===== src/verilog/rsa_cfg.svh =====
/*
  Offsets, field positions, reset values and command codes of the radio
  status and receive address register bank.
  Assumes inclusion by its bare name wherever these values are needed.
*/
`ifndef RSA_CFG_SVH
`define RSA_CFG_SVH

// Register offsets
`define RSA_OFS_IRQ_AND_FIFO_STATE 5'h07
`define RSA_OFS_TX_LOSS_RETRY_COUNTS 5'h08
`define RSA_OFS_RX_POWER_DETECT 5'h09
`define RSA_OFS_PIPE0_RX_ADDRESS 5'h0a
`define RSA_OFS_PIPE1_RX_ADDRESS 5'h0b
`define RSA_OFS_PIPE2_RX_ADDRESS_LOW 5'h0c
`define RSA_OFS_PIPE3_RX_ADDRESS_LOW 5'h0d

// Status register fields
`define RSA_ST_RESERVED_BIT 7
`define RSA_ST_RX_DATA_READY_BIT 6
`define RSA_ST_TX_DATA_SENT_BIT 5
`define RSA_ST_RETRANSMIT_LIMIT_BIT 4
`define RSA_ST_PIPE_MSB 3
`define RSA_ST_PIPE_LSB 1
`define RSA_ST_TX_FULL_BIT 0
`define RSA_PIPE_EMPTY 3'h7

// Observe register fields
`define RSA_OBS_LOST_MSB 7
`define RSA_OBS_LOST_LSB 4
`define RSA_OBS_RETRY_MSB 3
`define RSA_OBS_RETRY_LSB 0
`define RSA_CNT_MAX 4'hf

// Address reset values
`define RSA_PIPE0_RESET 40'he7e7e7e7e7
`define RSA_PIPE1_RESET 40'hc2c2c2c2c2
`define RSA_PIPE2_RESET 8'hc3
`define RSA_PIPE3_RESET 8'hc4

// Address width setting codes and byte counts
`define RSA_AW_4_BYTES 2'h2
`define RSA_AW_5_BYTES 2'h3
`define RSA_AW_BYTES_3 3'h3
`define RSA_AW_BYTES_4 3'h4
`define RSA_AW_BYTES_5 3'h5
`define RSA_ADDR_BYTES_MAX 3'h5

// Serial command byte layout
`define RSA_CMD_OP_MSB 7
`define RSA_CMD_OP_LSB 5
`define RSA_CMD_OP_READ 3'h0
`define RSA_CMD_OP_WRITE 3'h1
`define RSA_CMD_ADDR_MSB 4
`define RSA_CMD_BIT_LAST 3'h7

`endif


===== src/verilog/rsa_pkg.sv =====
/*
  Types of the radio status and receive address register bank.
  Assumes nothing beyond a SystemVerilog compiler.
*/
package rsa_pkg;

  typedef enum logic [1:0] {
    RSA_ST_COMMAND,
    RSA_ST_READ,
    RSA_ST_WRITE,
    RSA_ST_IGNORE
  } rsa_state_t;

endpackage


===== src/verilog/rsa_sync.sv =====
/*
  Two flip-flop synchroniser for a level from another clock domain.
  Assumes a synchronous active high reset on the destination clock.
*/
`timescale 1ns/1ps
module rsa_sync #(
  parameter logic RESET_VAL = 1'b0
) (
  input wire logic clk,
  input wire logic rst,
  input wire logic async_in,
  output logic sync_out
);

  logic meta_r;

  always_ff @(posedge clk) begin
    if (rst) begin
      meta_r <= RESET_VAL;
      sync_out <= RESET_VAL;
    end else begin
      meta_r <= async_in;
      sync_out <= meta_r;
    end
  end

endmodule // rsa_sync


===== src/verilog/rsa_w1c_flag.sv =====
/*
  Sticky event flag cleared by a written one; a set in the clearing
  cycle wins.
  Assumes set and clear are one-cycle pulses on the same clock.
*/
`timescale 1ns/1ps
module rsa_w1c_flag (
  input wire logic clk,
  input wire logic rst,
  input wire logic set,
  input wire logic clr,
  output logic flag_r
);

  always_ff @(posedge clk) begin
    if (rst) begin
      flag_r <= 1'b0;
    end else if (set) begin
      flag_r <= 1'b1;
    end else if (clr) begin
      flag_r <= 1'b0;
    end
  end

endmodule // rsa_w1c_flag


===== src/verilog/rsa_regs.sv =====
/*
  Radio status, transmit observe, power detect and receive address
  registers behind a serial slave port (mode 0, MSB first).
  Assumes the radio engine signals are on SYS_CLK; the serial pins are
  asynchronous and SCK runs well below a quarter of SYS_CLK.
*/
// Contract
// [RULE1] During the command byte the status register is shifted out on the output line.
// [RULE2] Receive-data-ready flag in bit 6 sets on a new payload and clears on a written one.
// [RULE3] Data-sent flag in bit 5 sets on transmit done, or on ack when auto ack is on.
// [RULE4] Retransmit-limit flag in bit 4 sets at the retry limit and clears on a written one.
// [RULE5] While the retransmit-limit flag is set radio traffic halts until software clears it.
// [RULE6] Bits 3:1 report the head pipe 000-101, with 111 (reset) meaning receive FIFO empty.
// [RULE7] Bit 0 reads 1 when the transmit FIFO is full and 0 otherwise.
// [RULE8] Lost-packet counter in bits 7:4 counts lost packets and saturates at 15.
// [RULE9] Any write to the channel register resets the lost-packet counter.
// [RULE10] Retry counter in bits 3:0 counts retries and clears when a new packet starts.
// [RULE11] Power-detect bit 0 shows power above threshold and bits 7:1 read zero.
// [RULE12] Pipe 0 address holds up to 5 bytes, LSB first, as many as the width setting says.
// [RULE13] Pipe 1 address holds up to 5 bytes, LSB first, with its own reset value.
// [RULE14] Pipe 2 and 3 store only the low byte and borrow bits 39:8 from pipe 1.
// [RULE15] Pipe 2 low byte resets to 0xc3 and pipe 3 low byte to 0xc4.
// [RULE16] Written zeros leave flags unchanged and writes to read-only fields are ignored.
`timescale 1ns/1ps
`include "rsa_cfg.svh"
module rsa_regs
  import rsa_pkg::*;
(
  input wire logic SYS_CLK,
  input wire logic RST,
  input wire logic SPI_SCK,
  input wire logic SPI_CSN_N,
  input wire logic SPI_MOSI,
  output logic SPI_MISO,
  output logic SPI_MISO_OE,
  input wire logic RX_PAYLOAD_STORED,
  input wire logic TX_PACKET_DONE,
  input wire logic AUTO_ACK_ON,
  input wire logic ACK_RECEIVED,
  input wire logic RETRY_LIMIT_HIT,
  input wire logic [2:0] RX_HEAD_PIPE,
  input wire logic RX_FIFO_EMPTY,
  input wire logic TX_FIFO_FULL,
  input wire logic PACKET_LOST,
  input wire logic RETRANSMIT_DONE,
  input wire logic NEW_PACKET_START,
  input wire logic CHANNEL_WRITE,
  input wire logic POWER_ABOVE_THRESHOLD,
  input wire logic [1:0] ADDRESS_WIDTH_SETTING,
  output logic RADIO_HALT,
  output logic RX_DATA_READY_FLAG,
  output logic TX_DATA_SENT_FLAG,
  output logic RETRANSMIT_LIMIT_FLAG,
  output logic [39:0] PIPE0_RX_ADDRESS,
  output logic [39:0] PIPE1_RX_ADDRESS,
  output logic [39:0] PIPE2_RX_ADDRESS,
  output logic [39:0] PIPE3_RX_ADDRESS
);

  //////////////////////////////////////////////////////////////////////////
  // Pin synchronisers and edge detection

  logic sck_s;
  logic csn_n_s;
  logic mosi_s;
  logic sck_d_r;
  logic csn_n_d_r;
  logic sck_rise;
  logic sck_fall;
  logic csn_fall;
  logic csn_rise;

  rsa_sync #(.RESET_VAL(1'b0)) u_sync_sck (
    .clk(SYS_CLK),
    .rst(RST),
    .async_in(SPI_SCK),
    .sync_out(sck_s)
  );

  rsa_sync #(.RESET_VAL(1'b1)) u_sync_csn (
    .clk(SYS_CLK),
    .rst(RST),
    .async_in(SPI_CSN_N),
    .sync_out(csn_n_s)
  );

  rsa_sync #(.RESET_VAL(1'b0)) u_sync_mosi (
    .clk(SYS_CLK),
    .rst(RST),
    .async_in(SPI_MOSI),
    .sync_out(mosi_s)
  );

  always_ff @(posedge SYS_CLK) begin
    if (RST) begin
      sck_d_r <= 1'b0;
      csn_n_d_r <= 1'b1;
    end else begin
      sck_d_r <= sck_s;
      csn_n_d_r <= csn_n_s;
    end
  end

  assign csn_fall = csn_n_d_r & ~csn_n_s;
  assign csn_rise = ~csn_n_d_r & csn_n_s;
  assign sck_rise = ~csn_n_s & ~sck_d_r & sck_s;
  assign sck_fall = ~csn_n_s & sck_d_r & ~sck_s;

  //////////////////////////////////////////////////////////////////////////
  // Status flags and counters

  logic [2:0] flag_clr;
  logic tx_sent_set;
  logic [3:0] lost_cnt_r;
  logic [3:0] retry_cnt_r;
  logic [2:0] pipe_field;
  logic [7:0] status_byte;
  logic [7:0] observe_byte;
  logic [7:0] power_byte;

  assign tx_sent_set = AUTO_ACK_ON ? ACK_RECEIVED : TX_PACKET_DONE; // [RULE3]

  rsa_w1c_flag u_flag_rx_ready (
    .clk(SYS_CLK),
    .rst(RST),
    .set(RX_PAYLOAD_STORED), // [RULE2]
    .clr(flag_clr[2]),
    .flag_r(RX_DATA_READY_FLAG)
  );

  rsa_w1c_flag u_flag_tx_sent (
    .clk(SYS_CLK),
    .rst(RST),
    .set(tx_sent_set),
    .clr(flag_clr[1]),
    .flag_r(TX_DATA_SENT_FLAG)
  );

  rsa_w1c_flag u_flag_retry_limit (
    .clk(SYS_CLK),
    .rst(RST),
    .set(RETRY_LIMIT_HIT), // [RULE4]
    .clr(flag_clr[0]),
    .flag_r(RETRANSMIT_LIMIT_FLAG)
  );

  assign RADIO_HALT = RETRANSMIT_LIMIT_FLAG; // [RULE5]

  always_ff @(posedge SYS_CLK) begin
    if (RST || CHANNEL_WRITE) begin
      lost_cnt_r <= 4'h0; // [RULE9]
    end else if (PACKET_LOST && lost_cnt_r != `RSA_CNT_MAX) begin
      lost_cnt_r <= lost_cnt_r + 4'h1; // [RULE8]
    end
  end

  always_ff @(posedge SYS_CLK) begin
    if (RST || NEW_PACKET_START) begin
      retry_cnt_r <= 4'h0; // [RULE10]
    end else if (RETRANSMIT_DONE && retry_cnt_r != `RSA_CNT_MAX) begin
      retry_cnt_r <= retry_cnt_r + 4'h1; // [RULE10]
    end
  end

  assign pipe_field = RX_FIFO_EMPTY ? `RSA_PIPE_EMPTY : RX_HEAD_PIPE; // [RULE6]

  always_comb begin
    status_byte = 8'h00;
    status_byte[`RSA_ST_RX_DATA_READY_BIT] = RX_DATA_READY_FLAG;
    status_byte[`RSA_ST_TX_DATA_SENT_BIT] = TX_DATA_SENT_FLAG;
    status_byte[`RSA_ST_RETRANSMIT_LIMIT_BIT] = RETRANSMIT_LIMIT_FLAG;
    status_byte[`RSA_ST_PIPE_MSB:`RSA_ST_PIPE_LSB] = pipe_field; // [RULE6]
    status_byte[`RSA_ST_TX_FULL_BIT] = TX_FIFO_FULL; // [RULE7]
    observe_byte = 8'h00;
    observe_byte[`RSA_OBS_LOST_MSB:`RSA_OBS_LOST_LSB] = lost_cnt_r; // [RULE8]
    observe_byte[`RSA_OBS_RETRY_MSB:`RSA_OBS_RETRY_LSB] = retry_cnt_r; // [RULE10]
    power_byte = {7'h00, POWER_ABOVE_THRESHOLD}; // [RULE11]
  end

  //////////////////////////////////////////////////////////////////////////
  // Serial command engine

  rsa_state_t state_r;
  logic [2:0] bit_cnt_r;
  logic [6:0] rx_sh_r;
  logic [7:0] tx_sh_r;
  logic [4:0] addr_r;
  logic [2:0] idx_r;
  logic load_r;
  logic byte_done;
  logic [7:0] rx_byte;
  logic [7:0] rd_byte;
  logic [2:0] aw_bytes;
  logic [39:0] pipe0_r;
  logic [39:0] pipe1_r;
  logic [7:0] pipe2_r;
  logic [7:0] pipe3_r;

  assign byte_done = sck_rise && bit_cnt_r == `RSA_CMD_BIT_LAST;
  assign rx_byte = {rx_sh_r, mosi_s};

  always_comb begin
    unique case (ADDRESS_WIDTH_SETTING)
      `RSA_AW_5_BYTES: aw_bytes = `RSA_AW_BYTES_5;
      `RSA_AW_4_BYTES: aw_bytes = `RSA_AW_BYTES_4;
      default: aw_bytes = `RSA_AW_BYTES_3;
    endcase
  end

  always_ff @(posedge SYS_CLK) begin
    if (RST || csn_fall) begin
      bit_cnt_r <= 3'h0;
      rx_sh_r <= 7'h00;
    end else if (sck_rise) begin
      bit_cnt_r <= bit_cnt_r + 3'h1;
      rx_sh_r <= rx_byte[6:0];
    end
  end

  always_ff @(posedge SYS_CLK) begin
    if (RST || csn_rise || csn_fall) begin
      state_r <= RSA_ST_COMMAND;
      addr_r <= 5'h00;
    end else if (byte_done && state_r == RSA_ST_COMMAND) begin
      addr_r <= rx_byte[`RSA_CMD_ADDR_MSB:0];
      unique case (rx_byte[`RSA_CMD_OP_MSB:`RSA_CMD_OP_LSB])
        `RSA_CMD_OP_READ: state_r <= RSA_ST_READ;
        `RSA_CMD_OP_WRITE: state_r <= RSA_ST_WRITE;
        default: state_r <= RSA_ST_IGNORE;
      endcase
    end
  end

  always_ff @(posedge SYS_CLK) begin
    if (RST || csn_fall) begin
      idx_r <= 3'h0;
    end else if (byte_done && state_r != RSA_ST_COMMAND && idx_r != `RSA_ADDR_BYTES_MAX) begin
      idx_r <= idx_r + 3'h1;
    end
  end

  always_comb begin
    rd_byte = 8'h00;
    if (idx_r == 3'h0) begin
      unique case (addr_r)
        `RSA_OFS_IRQ_AND_FIFO_STATE: rd_byte = status_byte;
        `RSA_OFS_TX_LOSS_RETRY_COUNTS: rd_byte = observe_byte;
        `RSA_OFS_RX_POWER_DETECT: rd_byte = power_byte;
        `RSA_OFS_PIPE2_RX_ADDRESS_LOW: rd_byte = pipe2_r;
        `RSA_OFS_PIPE3_RX_ADDRESS_LOW: rd_byte = pipe3_r;
        default: rd_byte = 8'h00;
      endcase
    end
    if (idx_r < `RSA_ADDR_BYTES_MAX) begin
      if (addr_r == `RSA_OFS_PIPE0_RX_ADDRESS) begin
        rd_byte = pipe0_r[idx_r*8 +: 8];
      end else if (addr_r == `RSA_OFS_PIPE1_RX_ADDRESS) begin
        rd_byte = pipe1_r[idx_r*8 +: 8];
      end
    end
  end

  // Next byte loads on the falling edge that follows a completed byte
  always_ff @(posedge SYS_CLK) begin
    if (RST || csn_fall) begin
      load_r <= 1'b0;
    end else if (byte_done) begin
      load_r <= 1'b1;
    end else if (sck_fall) begin
      load_r <= 1'b0;
    end
  end

  always_ff @(posedge SYS_CLK) begin
    if (RST) begin
      tx_sh_r <= 8'h00;
    end else if (csn_fall) begin
      tx_sh_r <= status_byte; // [RULE1]
    end else if (sck_fall) begin
      if (load_r) begin
        tx_sh_r <= (state_r == RSA_ST_READ) ? rd_byte : 8'h00;
      end else begin
        tx_sh_r <= {tx_sh_r[6:0], 1'b0}; // [RULE1]
      end
    end
  end

  assign SPI_MISO = tx_sh_r[7];
  assign SPI_MISO_OE = ~csn_n_s;

  //////////////////////////////////////////////////////////////////////////
  // Register writes

  logic wr_byte;

  assign wr_byte = byte_done && state_r == RSA_ST_WRITE;

  // Only the three flag bits act; read-only fields ignore the write
  assign flag_clr = (wr_byte && idx_r == 3'h0 && addr_r == `RSA_OFS_IRQ_AND_FIFO_STATE) ?
                    rx_byte[`RSA_ST_RX_DATA_READY_BIT:`RSA_ST_RETRANSMIT_LIMIT_BIT] :
                    3'h0; // [RULE16]

  always_ff @(posedge SYS_CLK) begin
    if (RST) begin
      pipe0_r <= `RSA_PIPE0_RESET;
    end else if (wr_byte && addr_r == `RSA_OFS_PIPE0_RX_ADDRESS && idx_r < aw_bytes) begin
      pipe0_r[idx_r*8 +: 8] <= rx_byte; // [RULE12]
    end
  end

  always_ff @(posedge SYS_CLK) begin
    if (RST) begin
      pipe1_r <= `RSA_PIPE1_RESET; // [RULE13]
    end else if (wr_byte && addr_r == `RSA_OFS_PIPE1_RX_ADDRESS && idx_r < aw_bytes) begin
      pipe1_r[idx_r*8 +: 8] <= rx_byte; // [RULE13]
    end
  end

  always_ff @(posedge SYS_CLK) begin
    if (RST) begin
      pipe2_r <= `RSA_PIPE2_RESET; // [RULE15]
    end else if (wr_byte && addr_r == `RSA_OFS_PIPE2_RX_ADDRESS_LOW && idx_r == 3'h0) begin
      pipe2_r <= rx_byte; // [RULE14]
    end
  end

  always_ff @(posedge SYS_CLK) begin
    if (RST) begin
      pipe3_r <= `RSA_PIPE3_RESET; // [RULE15]
    end else if (wr_byte && addr_r == `RSA_OFS_PIPE3_RX_ADDRESS_LOW && idx_r == 3'h0) begin
      pipe3_r <= rx_byte; // [RULE14]
    end
  end

  assign PIPE0_RX_ADDRESS = pipe0_r;
  assign PIPE1_RX_ADDRESS = pipe1_r;
  assign PIPE2_RX_ADDRESS = {pipe1_r[39:8], pipe2_r}; // [RULE14]
  assign PIPE3_RX_ADDRESS = {pipe1_r[39:8], pipe3_r}; // [RULE14]

endmodule // rsa_regs


===== config.mk =====
export PLATFORM = sky130hd
export DESIGN_NAME = rsa_regs
export DESIGN_NICKNAME = d
export VERILOG_FILES = /design/src/verilog/rsa_pkg.sv /design/src/verilog/rsa_sync.sv /design/src/verilog/rsa_w1c_flag.sv /design/src/verilog/rsa_regs.sv
export VERILOG_INCLUDE_DIRS = /design/src /design/src/verilog
export SDC_FILE = /design/constraint.sdc
export NUM_CORES = 1
export LEC_CHECK = 0
export ABC_AREA = 1
export BUFFER_PORTS_ARGS = -buffer_cell sky130_fd_sc_hd__buf_2
export CAP_MARGIN = 10
export CORE_MARGIN = 2
export CORE_UTILIZATION = 30
export CTS_BUF_LIST = sky130_fd_sc_hd__clkbuf_8
export DETAILED_ROUTE_END_ITERATION = 7
export GPL_TIMING_DRIVEN = 0
export HOLD_SLACK_MARGIN = 0.1
export PLACE_DENSITY = 0.48
export SYNTH_ARGS = -nofsm -noshare
export SYNTH_HDL_FRONTEND = slang
export SYNTH_SLANG_ARGS = --single-unit

===== constraint.sdc =====
create_clock -name SYS_CLK -period 3.28 [get_ports SYS_CLK]
set_input_delay 0.656 -clock SYS_CLK [delete_from_list [all_inputs] [get_ports SYS_CLK]]
set_output_delay 0.656 -clock SYS_CLK [all_outputs]
set_load 0.1 [all_outputs]

== After elaboration in Yosys (flattened, before gate mapping) ==
Cells that the tools add are included.

* Logic and storage cells: 118
* Register bits after elaboration: 144
* Input port bits: 22

* Order comparisons: 2
* Add/subtract/negate cells: 5
* Shift-type cells: 4
* Eq/ne operators: 16
* Reduce and logical (&&, ||, !) cells: 32
* Bitwise operators: 10
* Mux-type cells: 24

{| class="wikitable"
|+ Operators by type and width
! operator !! count
|-
| $bwmux 40 || 2
|-
| $shiftx 40x7->8 || 2
|-
| $mux 8 || 6
|-
| $pmux 8 s5 || 1
|-
| $shift 8x34->40 const A || 1
|-
| $shiftx 8x34->40 || 1
|-
| $neg 6->34 || 1
|-
| $eq 5x4->1 const B || 6
|-
| $logic_and 1x1->1 || 17
|-
| $mux 7 || 2
|-
| $reduce_bool 2->1 || 6
|-
| $mux 1 || 9
|-
| $add 4x1->4 const B || 2
|-
| $ne 4x4->1 const B || 2
|-
| $add 3x1->3 const B || 2
|-
| $and 1x1->1 || 6
|-
| $eq 2x2->1 const B || 3
|-
| $logic_not 3->1 || 2
|-
| $mux 3 || 2
|-
| $pmux 3 s2 || 1
|-
| $eq 5x3->1 const B || 1
|-
| $logic_or 1x1->1 || 5
|-
| $not 1->1 || 4
|-
| $pmux 2 s2 || 1
|-
| other kinds (8) || 8
|}

== Longest topological paths before layout ==
Gate-level depths: netlist of run 1.

* Word-level depth: 10
* Depth in mapped cells: 16

== Cells and area by module ==
A second synthesis of run 1 with hierarchy kept.

* Cell total of the unflattened synthesis: 1100
* Area, all modules: 7686.1 um2

{| class="wikitable"
|+ Modules (own cells, without submodules)
! module !! cells each !! times used !! area an instance (um2)
|-
| rsa_regs || 1066 || 1 || 7397.1
|-
| rsa_w1c_flag || 5 || 3 || 40.0
|-
| rsa_sync at u_sync_mosi ... || 6 || 2 || 55.1
|-
| rsa_sync at u_sync_csn || 7 || 1 || 58.8
|}

== Worst setup path after synthesis of run 1 ==
No wires, ideal clock.

* Path kind: register to register
* From: reg idx_r[0]
* To: reg pipe0_r[37], in the netlist PIPE0_RX_ADDRESS[37]
* Arrival: 2.376 ns
* Cell stages (with the launch flop): 17
* Required time: 3.138 ns
* Setup slack: 0.762 ns
* Path buffers: 4
* Cells stage by stage: dfxtp_1 buf_4 inv_4 buf_2 buf_2 ha_1 ha_1 inv_1 nor2_4 nand2_2 inv_2 nand3_4 nor2_4 inv_2 buf_6 nand2_1 o211ai_2

* Word-level cells in the longest chain between the ends: 3
* Elaborated cells between the ends (all ways): 6
* Those cells by class: add/sub (1); order compare (1); shift (2); mux (1); reduce/logical (1)

{| class="wikitable"
|+ Ends and longest elaborated chain
! what !! RTL line !! RTL
|-
| start, declared || rsa_regs.sv:188 || <nowiki>logic [2:0] idx_r;</nowiki>
|-
| start signal, assigned || rsa_regs.sv:238 || <nowiki>idx_r <= idx_r + 3'h1;</nowiki>
|-
| $neg 6->34 || rsa_regs.sv:307 || <nowiki>pipe0_r[idx_r*8 +: 8] <= rx_byte;</nowiki>
|-
| $shiftx 8x34->40 or $shift 8x34->40 (tied branches) || rsa_regs.sv:307 ||
|-
| $bwmux 40 || rsa_regs.sv:307 ||
|-
| end signal, assigned || rsa_regs.sv:305 || <nowiki>pipe0_r <= `RSA_PIPE0_RESET;</nowiki>
|-
| end signal, assigned by index || rsa_regs.sv:307 ||
|-
| end, declared || rsa_regs.sv:194 || <nowiki>logic [39:0] pipe0_r;</nowiki>
|}

Several ways; a longest one is shown, not always the timed one.
A chain may end at the register's enable or synchronous reset.

== Final worst setup path of run 1 ==
* From: reg idx_r[0]
* To: reg tx_sh_r[5]

* Word-level cells in the longest chain between the ends: 9
* Elaborated cells between the ends (all ways): 12
* Those cells by class: order compare (1); shift (2); mux (8); reduce/logical (1)

{| class="wikitable"
|+ Ends and longest elaborated chain
! what !! RTL line !! RTL
|-
| branches (longest 4 deep; another with $shiftx 40x7->8) || - ||
|-
| $mux 8 * || rsa_regs.sv:254 || <nowiki>if (idx_r < `RSA_ADDR_BYTES_MAX) begin</nowiki>
|-
| $mux 8 * || rsa_regs.sv:281 || <nowiki>tx_sh_r <= (state_r == RSA_ST_READ) ? rd_byte : 8'h00;</nowiki>
|-
| $mux 8 * || rsa_regs.sv:280 || <nowiki>if (load_r) begin</nowiki>
|-
| $mux 7 * || rsa_regs.sv:279 || <nowiki>end else if (sck_fall) begin</nowiki>
|-
| $mux 7 * || rsa_regs.sv:277 || <nowiki>end else if (csn_fall) begin</nowiki>
|-
| end signal, assigned || rsa_regs.sv:278 || <nowiki>tx_sh_r <= status_byte;</nowiki>
|-
| end signal, assigned || rsa_regs.sv:281 ||
|-
| end signal, assigned || rsa_regs.sv:283 || <nowiki>tx_sh_r <= {tx_sh_r[6:0], 1'b0};</nowiki>
|-
| end, declared || rsa_regs.sv:186 || <nowiki>logic [7:0] tx_sh_r;</nowiki>
|}

Every way passes the cells marked *. The select of a mux whose other input is x is not followed.

==> impl_metrics.json, run 1 <==
{
  "reg2reg_from": "idx_r[0]",
  "outcome": "finished, final reports clean",
  "synthArstFlopShare": 0,
  "instances_no_fill": 1581,
  "avgSynthCellArea_um2": 7.340,
  "stdcell_area_um2": 9353,
  "worstPathArrival_ns": 3.54,
  "path_clk_slew_ns": 0.09,
  "diodes": 0,
  "yosysWarnings": 0,
  "holdWs_ns": 0.3764,
  "path_max_fanout": 11,
  "antenna_found_initial": 0,
  "die_h_um": 163.1,
  "numCtsBuffers": 17,
  "initial_utilization": 0.3031,
  "grt_max_degree": 17,
  "dp_cells": 1551,
  "die_x_um": 163.1,
  "ctsResizeCount": 0,
  "worstHoldPathCells": 2,
  "worst-r2r-cell-count": 11,
  "slew_headroom": 0.3800,
  "combPwrFrac": 0.043,
  "wl_per_cell_um": 18.08,
  "dp_hpwl_um": 22230,
  "root_buffer": "clkbuf_8",
  "power_density_nw_per_um2": 373.0,
  "drt_iter0_markers": 571,
  "grt_use_total": 0.2134,
  "layout_common_cells": "nand2_1, buf_2, dfxtp_1",
  "power_switching_mw": 0.9721,
  "post-route-period-util": 0.9575,
  "cts_sinks": 144,
  "slew_violations": 0,
  "first_pass_iters": 5,
  "cts_setup_buffers": 0,
  "grt_pass1_vias": 6878,
  "overflow": 0,
  "final_antenna_net_count": 0,
  "synthesis.area_um2": 7590,
  "min_path_type": "in -> reg",
  "seq_power_share": 0.509,
  "setup_viol": 0,
  "fin_nets": 1272,
  "crit_required_ns": 3.68,
  "vias": 7692,
  "die_area_um2": 26590,
  "synth_ff_type": "dfxtp_1",
  "drive_gt1_frac": 0.2990,
  "switching_share": 0.2786,
  "path_class": "reg -> reg",
  "critPathCaptureType": "flip-flop",
  "cts_hold_buf": 0,
  "synth_nets": 1068,
  "rsz0062_at_grt": "false",
  "netlist_instances": 1034,
  "synth-edff-count": 0,
  "ir_worst_vdd_uv": 197.3,
  "p_clk_frac": 0.448,
  "via_per_inst": 4.865,
  "ioPinCount": 188,
  "grt_first_pass_wirelength_um": 42380,
  "routed_wl_um": 28590,
  "rows": 58,
  "post-route-min-period_ns": 3.141,
  "cts_max_level": 4,
  "io_buffer_count": 187,
  "fin_ws_ns": 0.1393,
  "tightest_slew_ns": 0.9300,
  "clock_latency_ns": 0.47,
  "cap_violations": 0,
  "dp_slack_ns": 0.07419,
  "worstHoldStart": "SPI_CSN_N",
  "gp_congestion": 0.9232,
  "coreArea_um2": 25040,
  "crit_start": "idx_r[0]",
  "synthDistinctLibCells": 41,
  "clock_skew_ns": 0.01318,
  "cts_tree": "yes",
  "p_leak_nw": 4.460,
  "drcViolationCount": 0,
  "syn_to_final_growth_pct": 23.23,
  "max_freq_mhz": 318.4,
  "synth_seq_cells": 144,
  "cp-start-kind": "flip-flop",
  "seq_area_frac_synth": 0.3798,
  "internal_power_mw": 2.517,
  "cts.path.max_buffers": 2,
  "placed_area_um2": 8939,
  "hold_viol": 0,
  "final_common_cell": "nand2_1",
  "setup_tns_ns": 0
}
[worst paths after layout]
| check | end | slack [ns] |
|---|---|---|
| setup / recovery | tx_sh_r[5] | 0.14 |
| setup reg to reg | tx_sh_r[5] | 0.14 |
| hold reg to reg | u_sync_sck.sync_out | 0.40 |
| hold / removal | u_sync_csn.meta_r | 0.38 |
[power groups by stage]
stage	Combinational, mW	Clock, mW	Sequential [mW]
3_3_place_gp	0.149	0	1.82
3_5_place_dp	0.149	0	1.82
4_1_cts	0.150	1.58	1.78
2_1_floorplan	0.0750	0	1.83
5_1_grt	0.161	1.66	1.78
6_report	0.149	1.56	1.78
[Yosys cell counts, drive strengths merged (6+ instances only)]
master	n	area share
nand2	247	0.13
dfxtp	144	0.38
a21oi	99	0.072
nor2	93	0.065
inv	88	0.044
nand3	86	0.065
buf	81	0.080
o21ai	76	0.050
o211ai	32	0.041
clkbuf	26	0.013
ha	12	0.020
nor3	12	0.0079
a31oi	7	0.0077
nand4	6	0.0049
[logic make-up (layout without fill, tap and decap cells)]
kind of cell | Yosys count | in the layout | share of synthesized area
XOR/XNOR | 1 | 1 | 0.001154
adder cells (fa/ha/maj) | 12 | 12 | 0.01978
AO/OA/AOI/OAI | 224 | 224 | 0.1808
flip-flops | 144 | 144 | 0.3798
AND/OR/NAND/NOR | 456 | 456 | 0.2798
buffers and inverters | 196 | 413 | 0.1373
multiplexers | 1 | 1 | 0.001319
[final cells by class]
class	count	area, um2
multi-input combinational	694	3665
inverter	89	337.8
clock buffer	17	234.0
fill	2714	15680
timing repair buffer	187	935.9
buffer	105	696.9
clock inverter	15	187.7
tap	330	412.9
sequential	144	2883
[stage by stage]
| stage | power (mW) | util |
|---|---|---|
| after floorplan | 1.906 | - |
| after global placement | 1.965 | 0.3570 |
| after detailed placement | 1.966 | 0.3570 |
| after CTS | 3.505 | 0.3739 |
| after global routing | 3.600 | 0.3736 |
| final | 3.489 | 0.3736 |
[state kept, by name (all words and copies together) (netlist names)]
signal,cells
rx_sh_r,7
u_sync_sck.meta_r,1
PIPE1_RX_ADDRESS,40
load_r,1
u_sync_mosi.meta_r,1
csn_n_d_r,1
PIPE0_RX_ADDRESS,40
retry_cnt_r,4
state_r,2
tx_sh_r,8
u_flag_retry_limit.flag_r,1
idx_r,3
u_sync_sck.sync_out,1
pipe2_r,8
pipe3_r,8
sck_d_r,1
bit_cnt_r,3
u_sync_csn.sync_out,1
u_sync_mosi.sync_out,1
u_sync_csn.meta_r,1
lost_cnt_r,4
u_flag_tx_sent.flag_r,1
u_flag_rx_ready.flag_r,1
addr_r,5
[per-layer routing]
layer,up-vias,part of all wire,global-route usage,routed length [um]
li1,3783,-,-,-
met1,3580,0.47,0.3055,13460
met2,301,0.44,0.3297,12600
met3,28,0.073,0.04165,2080
met4,0,0.015,0.05109,439
met5,-,0,0,0
[worst max-delay path, cell delays in order (launching register included)]
cell	delay (ns)
dfxtp_1	0.36
buf_4	0.20
inv_4	0.11
buf_2	0.26
buf_2	0.28
ha_1	0.19
ha_1	0.44
clkbuf_1	0.56
o21ai_0	0.31
nand2_1	0.13
nand3_1	0.08
a21oi_1	0.13
No activity file was read; power rests on OpenSTA's default activity.
==> inputs of run 2 (changes only) <==
--- a/config.mk
+++ b/config.mk
@@ -10,12 +10,12 @@
 export BUFFER_PORTS_ARGS = -buffer_cell sky130_fd_sc_hd__buf_2
 export CAP_MARGIN = 10
 export CORE_MARGIN = 2
-export CORE_UTILIZATION = 30
+export CORE_UTILIZATION = 43
 export CTS_BUF_LIST = sky130_fd_sc_hd__clkbuf_8
 export DETAILED_ROUTE_END_ITERATION = 7
 export GPL_TIMING_DRIVEN = 0
 export HOLD_SLACK_MARGIN = 0.1
-export PLACE_DENSITY = 0.48
+export PLACE_DENSITY = 0.65
 export SYNTH_ARGS = -nofsm -noshare
 export SYNTH_HDL_FRONTEND = slang
 export SYNTH_SLANG_ARGS = --single-unit
==> impl_metrics.json, run 2 (same netlist as run 1, synthesis figures left out) <==
{
  "root_buffer": "clkbuf_8",
  "cts_sinks": 144,
  "worst-r2r-cell-count": 12,
  "grt_pass1_vias": 6686,
  "power_density_nw_per_um2": 372.1,
  "final-seq-area_um2": 2883,
  "fin_ws_ns": 0.1982,
  "initial_utilization": 0.4388,
  "path_clk_slew_ns": 0.09,
  "clock_latency_ns": 0.46,
  "cts.path.max_buffers": 2,
  "worstHoldStart": "SPI_CSN_N",
  "wl_per_cell_um": 17.53,
  "die_h_um": 136.9,
  "wl_met2_um": 11180,
  "die_area_um2": 18730,
  "utilization": 0.5332,
  "r2r_end": "PIPE0_RX_ADDRESS[7]",
  "syn_to_final_growth_pct": 21.51,
  "power_switching_mw": 0.8755,
  "routed_wl_um": 25890,
  "hold_viol": 0,
  "setup_tns_ns": 0,
  "p_leak_nw": 4.447,
  "overflow": 0,
  "ir_worst_vdd_uv": 237.4,
  "seq_power_share": 0.517,
  "grt_use_total": 0.2778,
  "drcViolationCount": 0,
  "cts_hold_buf": 0,
  "post-route-period-util": 0.9396,
  "rrSetupSlack_ns": 0.20,
  "grt_max_degree": 17,
  "dp_slack_ns": 0.1257,
  "first_pass_iters": 6,
  "highest_layer": "met4",
  "reg2reg_from": "idx_r[0]",
  "cts_tree": "yes",
  "die_x_um": 136.9,
  "cp-start-kind": "flip-flop",
  "fin_nets": 1273,
  "vias": 7711,
  "path_max_fanout": 11,
  "rows": 48,
  "hold_end": "u_sync_csn.meta_r",
  "crit_required_ns": 3.60,
  "nFillCells": 1749,
  "critPathCaptureType": "flip-flop",
  "slew_violations": 0,
  "cts_max_level": 4,
  "ioPinCount": 188,
  "final_antenna_net_count": 0,
  "ctsResizeCount": 0,
  "final_common_cell": "nand2_1",
  "antenna_found_initial": 0,
  "layout_common_cells": "nand2_1, buf_2, dfxtp_1",
  "io_buffer_count": 187,
  "max_freq_mhz": 324.5,
  "min_path_type": "in -> reg",
  "coreArea_um2": 17300,
  "route.met3.wl_um": 2392,
  "cap_violations": 0,
  "switching_share": 0.2551,
  "tightest_slew_ns": 0.8734,
  "via_per_inst": 5.221,
  "internal_power_mw": 2.556,
  "cts_setup_buffers": 0,
  "diodes": 0,
  "clock_skew_ns": 0.01730,
  "dp_hpwl_um": 19980,
  "p_clk_frac": 0.440,
  "multi_input_area_um2": 3665,
  "post-route-min-period_ns": 3.082,
  "rsz0062_at_grt": "false",
  "gp_congestion": 0.9564,
  "path_class": "reg -> reg",
  "m1WireLength_um": 11610,
  "worstHoldPathCells": 2,
  "drt_iter0_markers": 876,
  "drive_gt1_frac": 0.2987,
  "finalPower_mw": 3.432,
  "grt_first_pass_wirelength_um": 38650,
  "combPwrFrac": 0.043,
  "numCtsBuffers": 17,
  "outcome": "finished, final reports clean",
  "worstPathArrival_ns": 3.40,
  "slew_headroom": 0.4178,
  "setup_viol": 0
}
[run 2: critical path, cell delays in order, from the launching register on]
cell      delay, ns
dfxtp_1        0.35
buf_4          0.19
inv_4          0.14
buf_2          0.25
buf_2          0.29
ha_1           0.19
ha_1           0.46
nand4_1        0.38
nor2_4         0.29
inv_2          0.08
buf_6          0.16
nand2_1        0.08
o211ai_2       0.07
[run 2: how the worst max path moves through the flow]
stage | from | end | slack, ns | cells after the start
2_1_floorplan | idx_r[0] | PIPE0_RX_ADDRESS[37] | 0.76 | 16
3_3_place_gp | idx_r[0] | tx_sh_r[5] | 0.09 | 12
3_5_place_dp | idx_r[0] | tx_sh_r[5] | 0.13 | 12
4_1_cts | idx_r[0] | tx_sh_r[5] | 0.1 | 12
5_1_grt | idx_r[0] | PIPE0_RX_ADDRESS[2] | 0.008 | 12
6_report | idx_r[0] | PIPE0_RX_ADDRESS[7] | 0.20 | 12
[run 2: cell type report]
class                      instances  share of cell area
clock inverter                    15             0.01994
sequential                       144              0.3126
clock buffer                      17             0.02537
inverter                          89             0.03663
timing repair buffer             187              0.1015
tap                              225             0.03053
buffer                           106             0.07611
multi-input combinational        694              0.3974
[run 2: power by group through the flow]
| stage | registers [mW] | clock network (mW) | logic [mW] |
|---|---|---|---|
| finish | 1.78 | 1.51 | 0.146 |
| floorplan | 1.83 | 0 | 0.0750 |
| global route | 1.78 | 1.58 | 0.157 |
| global placement | 1.82 | 0 | 0.143 |
| detailed placement | 1.82 | 0 | 0.145 |
| CTS | 1.78 | 1.52 | 0.145 |
[run 2: stage by stage]
step           instances  hold WS (ns)  area, um2
2_1_floorplan       1034        0.3883       7590
3_3_place_gp        1446        0.3918       8807
3_5_place_dp        1446        0.3923       8807
4_1_cts             1478        0.3605       9225
5_1_grt             1477        0.3732       9223
6_report            1477        0.3730       9223
[run 2: routing by layer]
layer | track usage | vias to the layer above
li1 | - | 3773
met1 | 0.4021 | 3501
met2 | 0.4125 | 390
met3 | 0.05074 | 47
met4 | 0.09908 | 0
met5 | 0 | -
==> inputs of run 3 (changes only) <==
--- a/config.mk
+++ b/config.mk
@@ -16,6 +16,7 @@
 export GPL_TIMING_DRIVEN = 0
 export HOLD_SLACK_MARGIN = 0.1
 export PLACE_DENSITY = 0.65
+export SETUP_SLACK_MARGIN = 0.2
 export SYNTH_ARGS = -nofsm -noshare
 export SYNTH_HDL_FRONTEND = slang
 export SYNTH_SLANG_ARGS = --single-unit
==> impl_metrics.json, run 3 (same netlist as run 1, synthesis figures left out) <==
{
  "vias": 7716,
  "min_path_type": "in -> reg",
  "utilization": 0.5349,
  "hold_viol": 0,
  "path_clk_slew_ns": 0.08,
  "finalPower_mw": 3.434,
  "cts_max_level": 4,
  "post-route-period-util": 0.9005,
  "ir_worst_vdd_uv": 240.6,
  "grt_pass1_vias": 6701,
  "slew_headroom": 0.4161,
  "diodes": 0,
  "dp_hpwl_um": 19980,
  "tightest_slew_ns": 0.8759,
  "gp_congestion": 0.9564,
  "holdWs_ns": 0.3696,
  "drive_gt1_frac": 0.3020,
  "numCtsBuffers": 17,
  "post-route-min-period_ns": 2.954,
  "combPwrFrac": 0.043,
  "internal_power_mw": 2.556,
  "cts_sinks": 144,
  "p_leak_nw": 4.464,
  "drt_iter0_markers": 880,
  "cts_tree": "yes",
  "die_x_um": 136.9,
  "layout_common_cells": "nand2_1, buf_2, dfxtp_1",
  "nFillCells": 1745,
  "io_buffer_count": 187,
  "grt_first_pass_wirelength_um": 38670,
  "rows": 48,
  "setup_tns_ns": 0,
  "setup_viol": 0,
  "drcViolationCount": 0,
  "path_max_fanout": 11,
  "path_class": "reg -> reg",
  "stdcell_area_um2": 9251,
  "crit_required_ns": 3.66,
  "die_area_um2": 18730,
  "grt_use_total": 0.2778,
  "routed_wl_um": 25900,
  "clock_latency_ns": 0.47,
  "instances_no_fill": 1480,
  "ioPinCount": 188,
  "rsz0062_at_grt": "true",
  "wl_per_cell_um": 17.50,
  "cts_hold_buf": 0,
  "cp-start-kind": "flip-flop",
  "dp_slack_ns": 0.1257,
  "overflow": 0,
  "clock_skew_ns": 0.01931,
  "seq_power_share": 0.517,
  "placed_area_um2": 8807,
  "power_switching_mw": 0.8785,
  "worstPathArrival_ns": 3.33,
  "antenna_found_initial": 0,
  "cts.path.max_buffers": 2,
  "outcome": "finished, final reports clean",
  "first_pass_iters": 5,
  "final_common_cell": "nand2_1",
  "root_buffer": "clkbuf_8",
  "max_freq_mhz": 338.6,
  "via_per_inst": 5.214,
  "fin_nets": 1276,
  "fin_ws_ns": 0.3264,
  "initial_utilization": 0.4388,
  "critPathCaptureType": "flip-flop",
  "grt_max_degree": 17,
  "power_density_nw_per_um2": 371.2,
  "p_clk_frac": 0.440,
  "coreArea_um2": 17300,
  "syn_to_final_growth_pct": 21.89,
  "dp_cells": 1446,
  "die_h_um": 136.9,
  "cap_violations": 0,
  "final_antenna_net_count": 0,
  "slew_violations": 0,
  "switching_share": 0.2558
}
run 3: cell count changes in the layout (fill, tap and decap cells not counted):
cell      delta
buf_4        +2
clkbuf_2     +2
clkbuf_1     -1
inv_2        -1
inv_4        +1
nor3_1       -1
nor3_2       +1
run 3: critical path: stages, from the launching register on:
cell,delay [ns]
dfxtp_1,0.40
buf_4,0.22
inv_4,0.10
buf_2,0.21
buf_2,0.23
ha_1,0.22
ha_1,0.18
clkbuf_2,0.23
inv_1,0.31
nand2_1,0.31
nor2_1,0.26
nand2_1,0.08
a21oi_1,0.13
run 3: path summary, 6_finish.rpt:
kind	start	to	slack [ns]	cells after the start
setup / recovery	idx_r[0]	PIPE1_RX_ADDRESS[19]	0.33	12
hold / removal	SPI_CSN_N	u_sync_csn.meta_r	0.37	2
setup reg to reg	idx_r[0]	PIPE1_RX_ADDRESS[19]	0.33	12
hold reg to reg	u_sync_mosi.meta_r	u_sync_mosi.sync_out	0.40	2
run 3: final cells by class:
| cell class | instances | area (um2) | share of cell area |
|---|---|---|---|
| buffer | 107 | 708.2 | 0.07655 |
| clock buffer | 17 | 234.0 | 0.02529 |
| clock inverter | 15 | 183.9 | 0.01988 |
| inverter | 89 | 340.3 | 0.03679 |
| multi-input combinational | 694 | 3670 | 0.3967 |
| sequential | 144 | 2883 | 0.3116 |
| tap | 225 | 281.5 | 0.03043 |
| timing repair buffer | 189 | 950.9 | 0.1028 |
run 3: per-layer routing:
| metal | wire (um) | share of wire | global-route usage |
|---|---|---|---|
| met1 | 11570 | 0.45 | 0.4023 |
| met2 | 11160 | 0.43 | 0.4092 |
| met3 | 2472 | 0.095 | 0.05111 |
| met4 | 699 | 0.027 | 0.1048 |
| met5 | 0 | 0 | 0 |
run 3: power by group through the flow:
stage,Combinational [mW],Sequential (mW),Clock (mW)
finish,0.146,1.78,1.51
global route,0.157,1.78,1.58
CTS,0.145,1.78,1.52
detailed placement,0.145,1.82,0
global placement,0.143,1.82,0
floorplan,0.0750,1.83,0
run 3: what timing repair did:
item                       in CTS  in global routing
gates resized for setup         2                  4
pin swaps                       0                  2
hold endpoints to repair        0                  0
setup endpoints to repair       6                 19
buffers inserted                0                  2
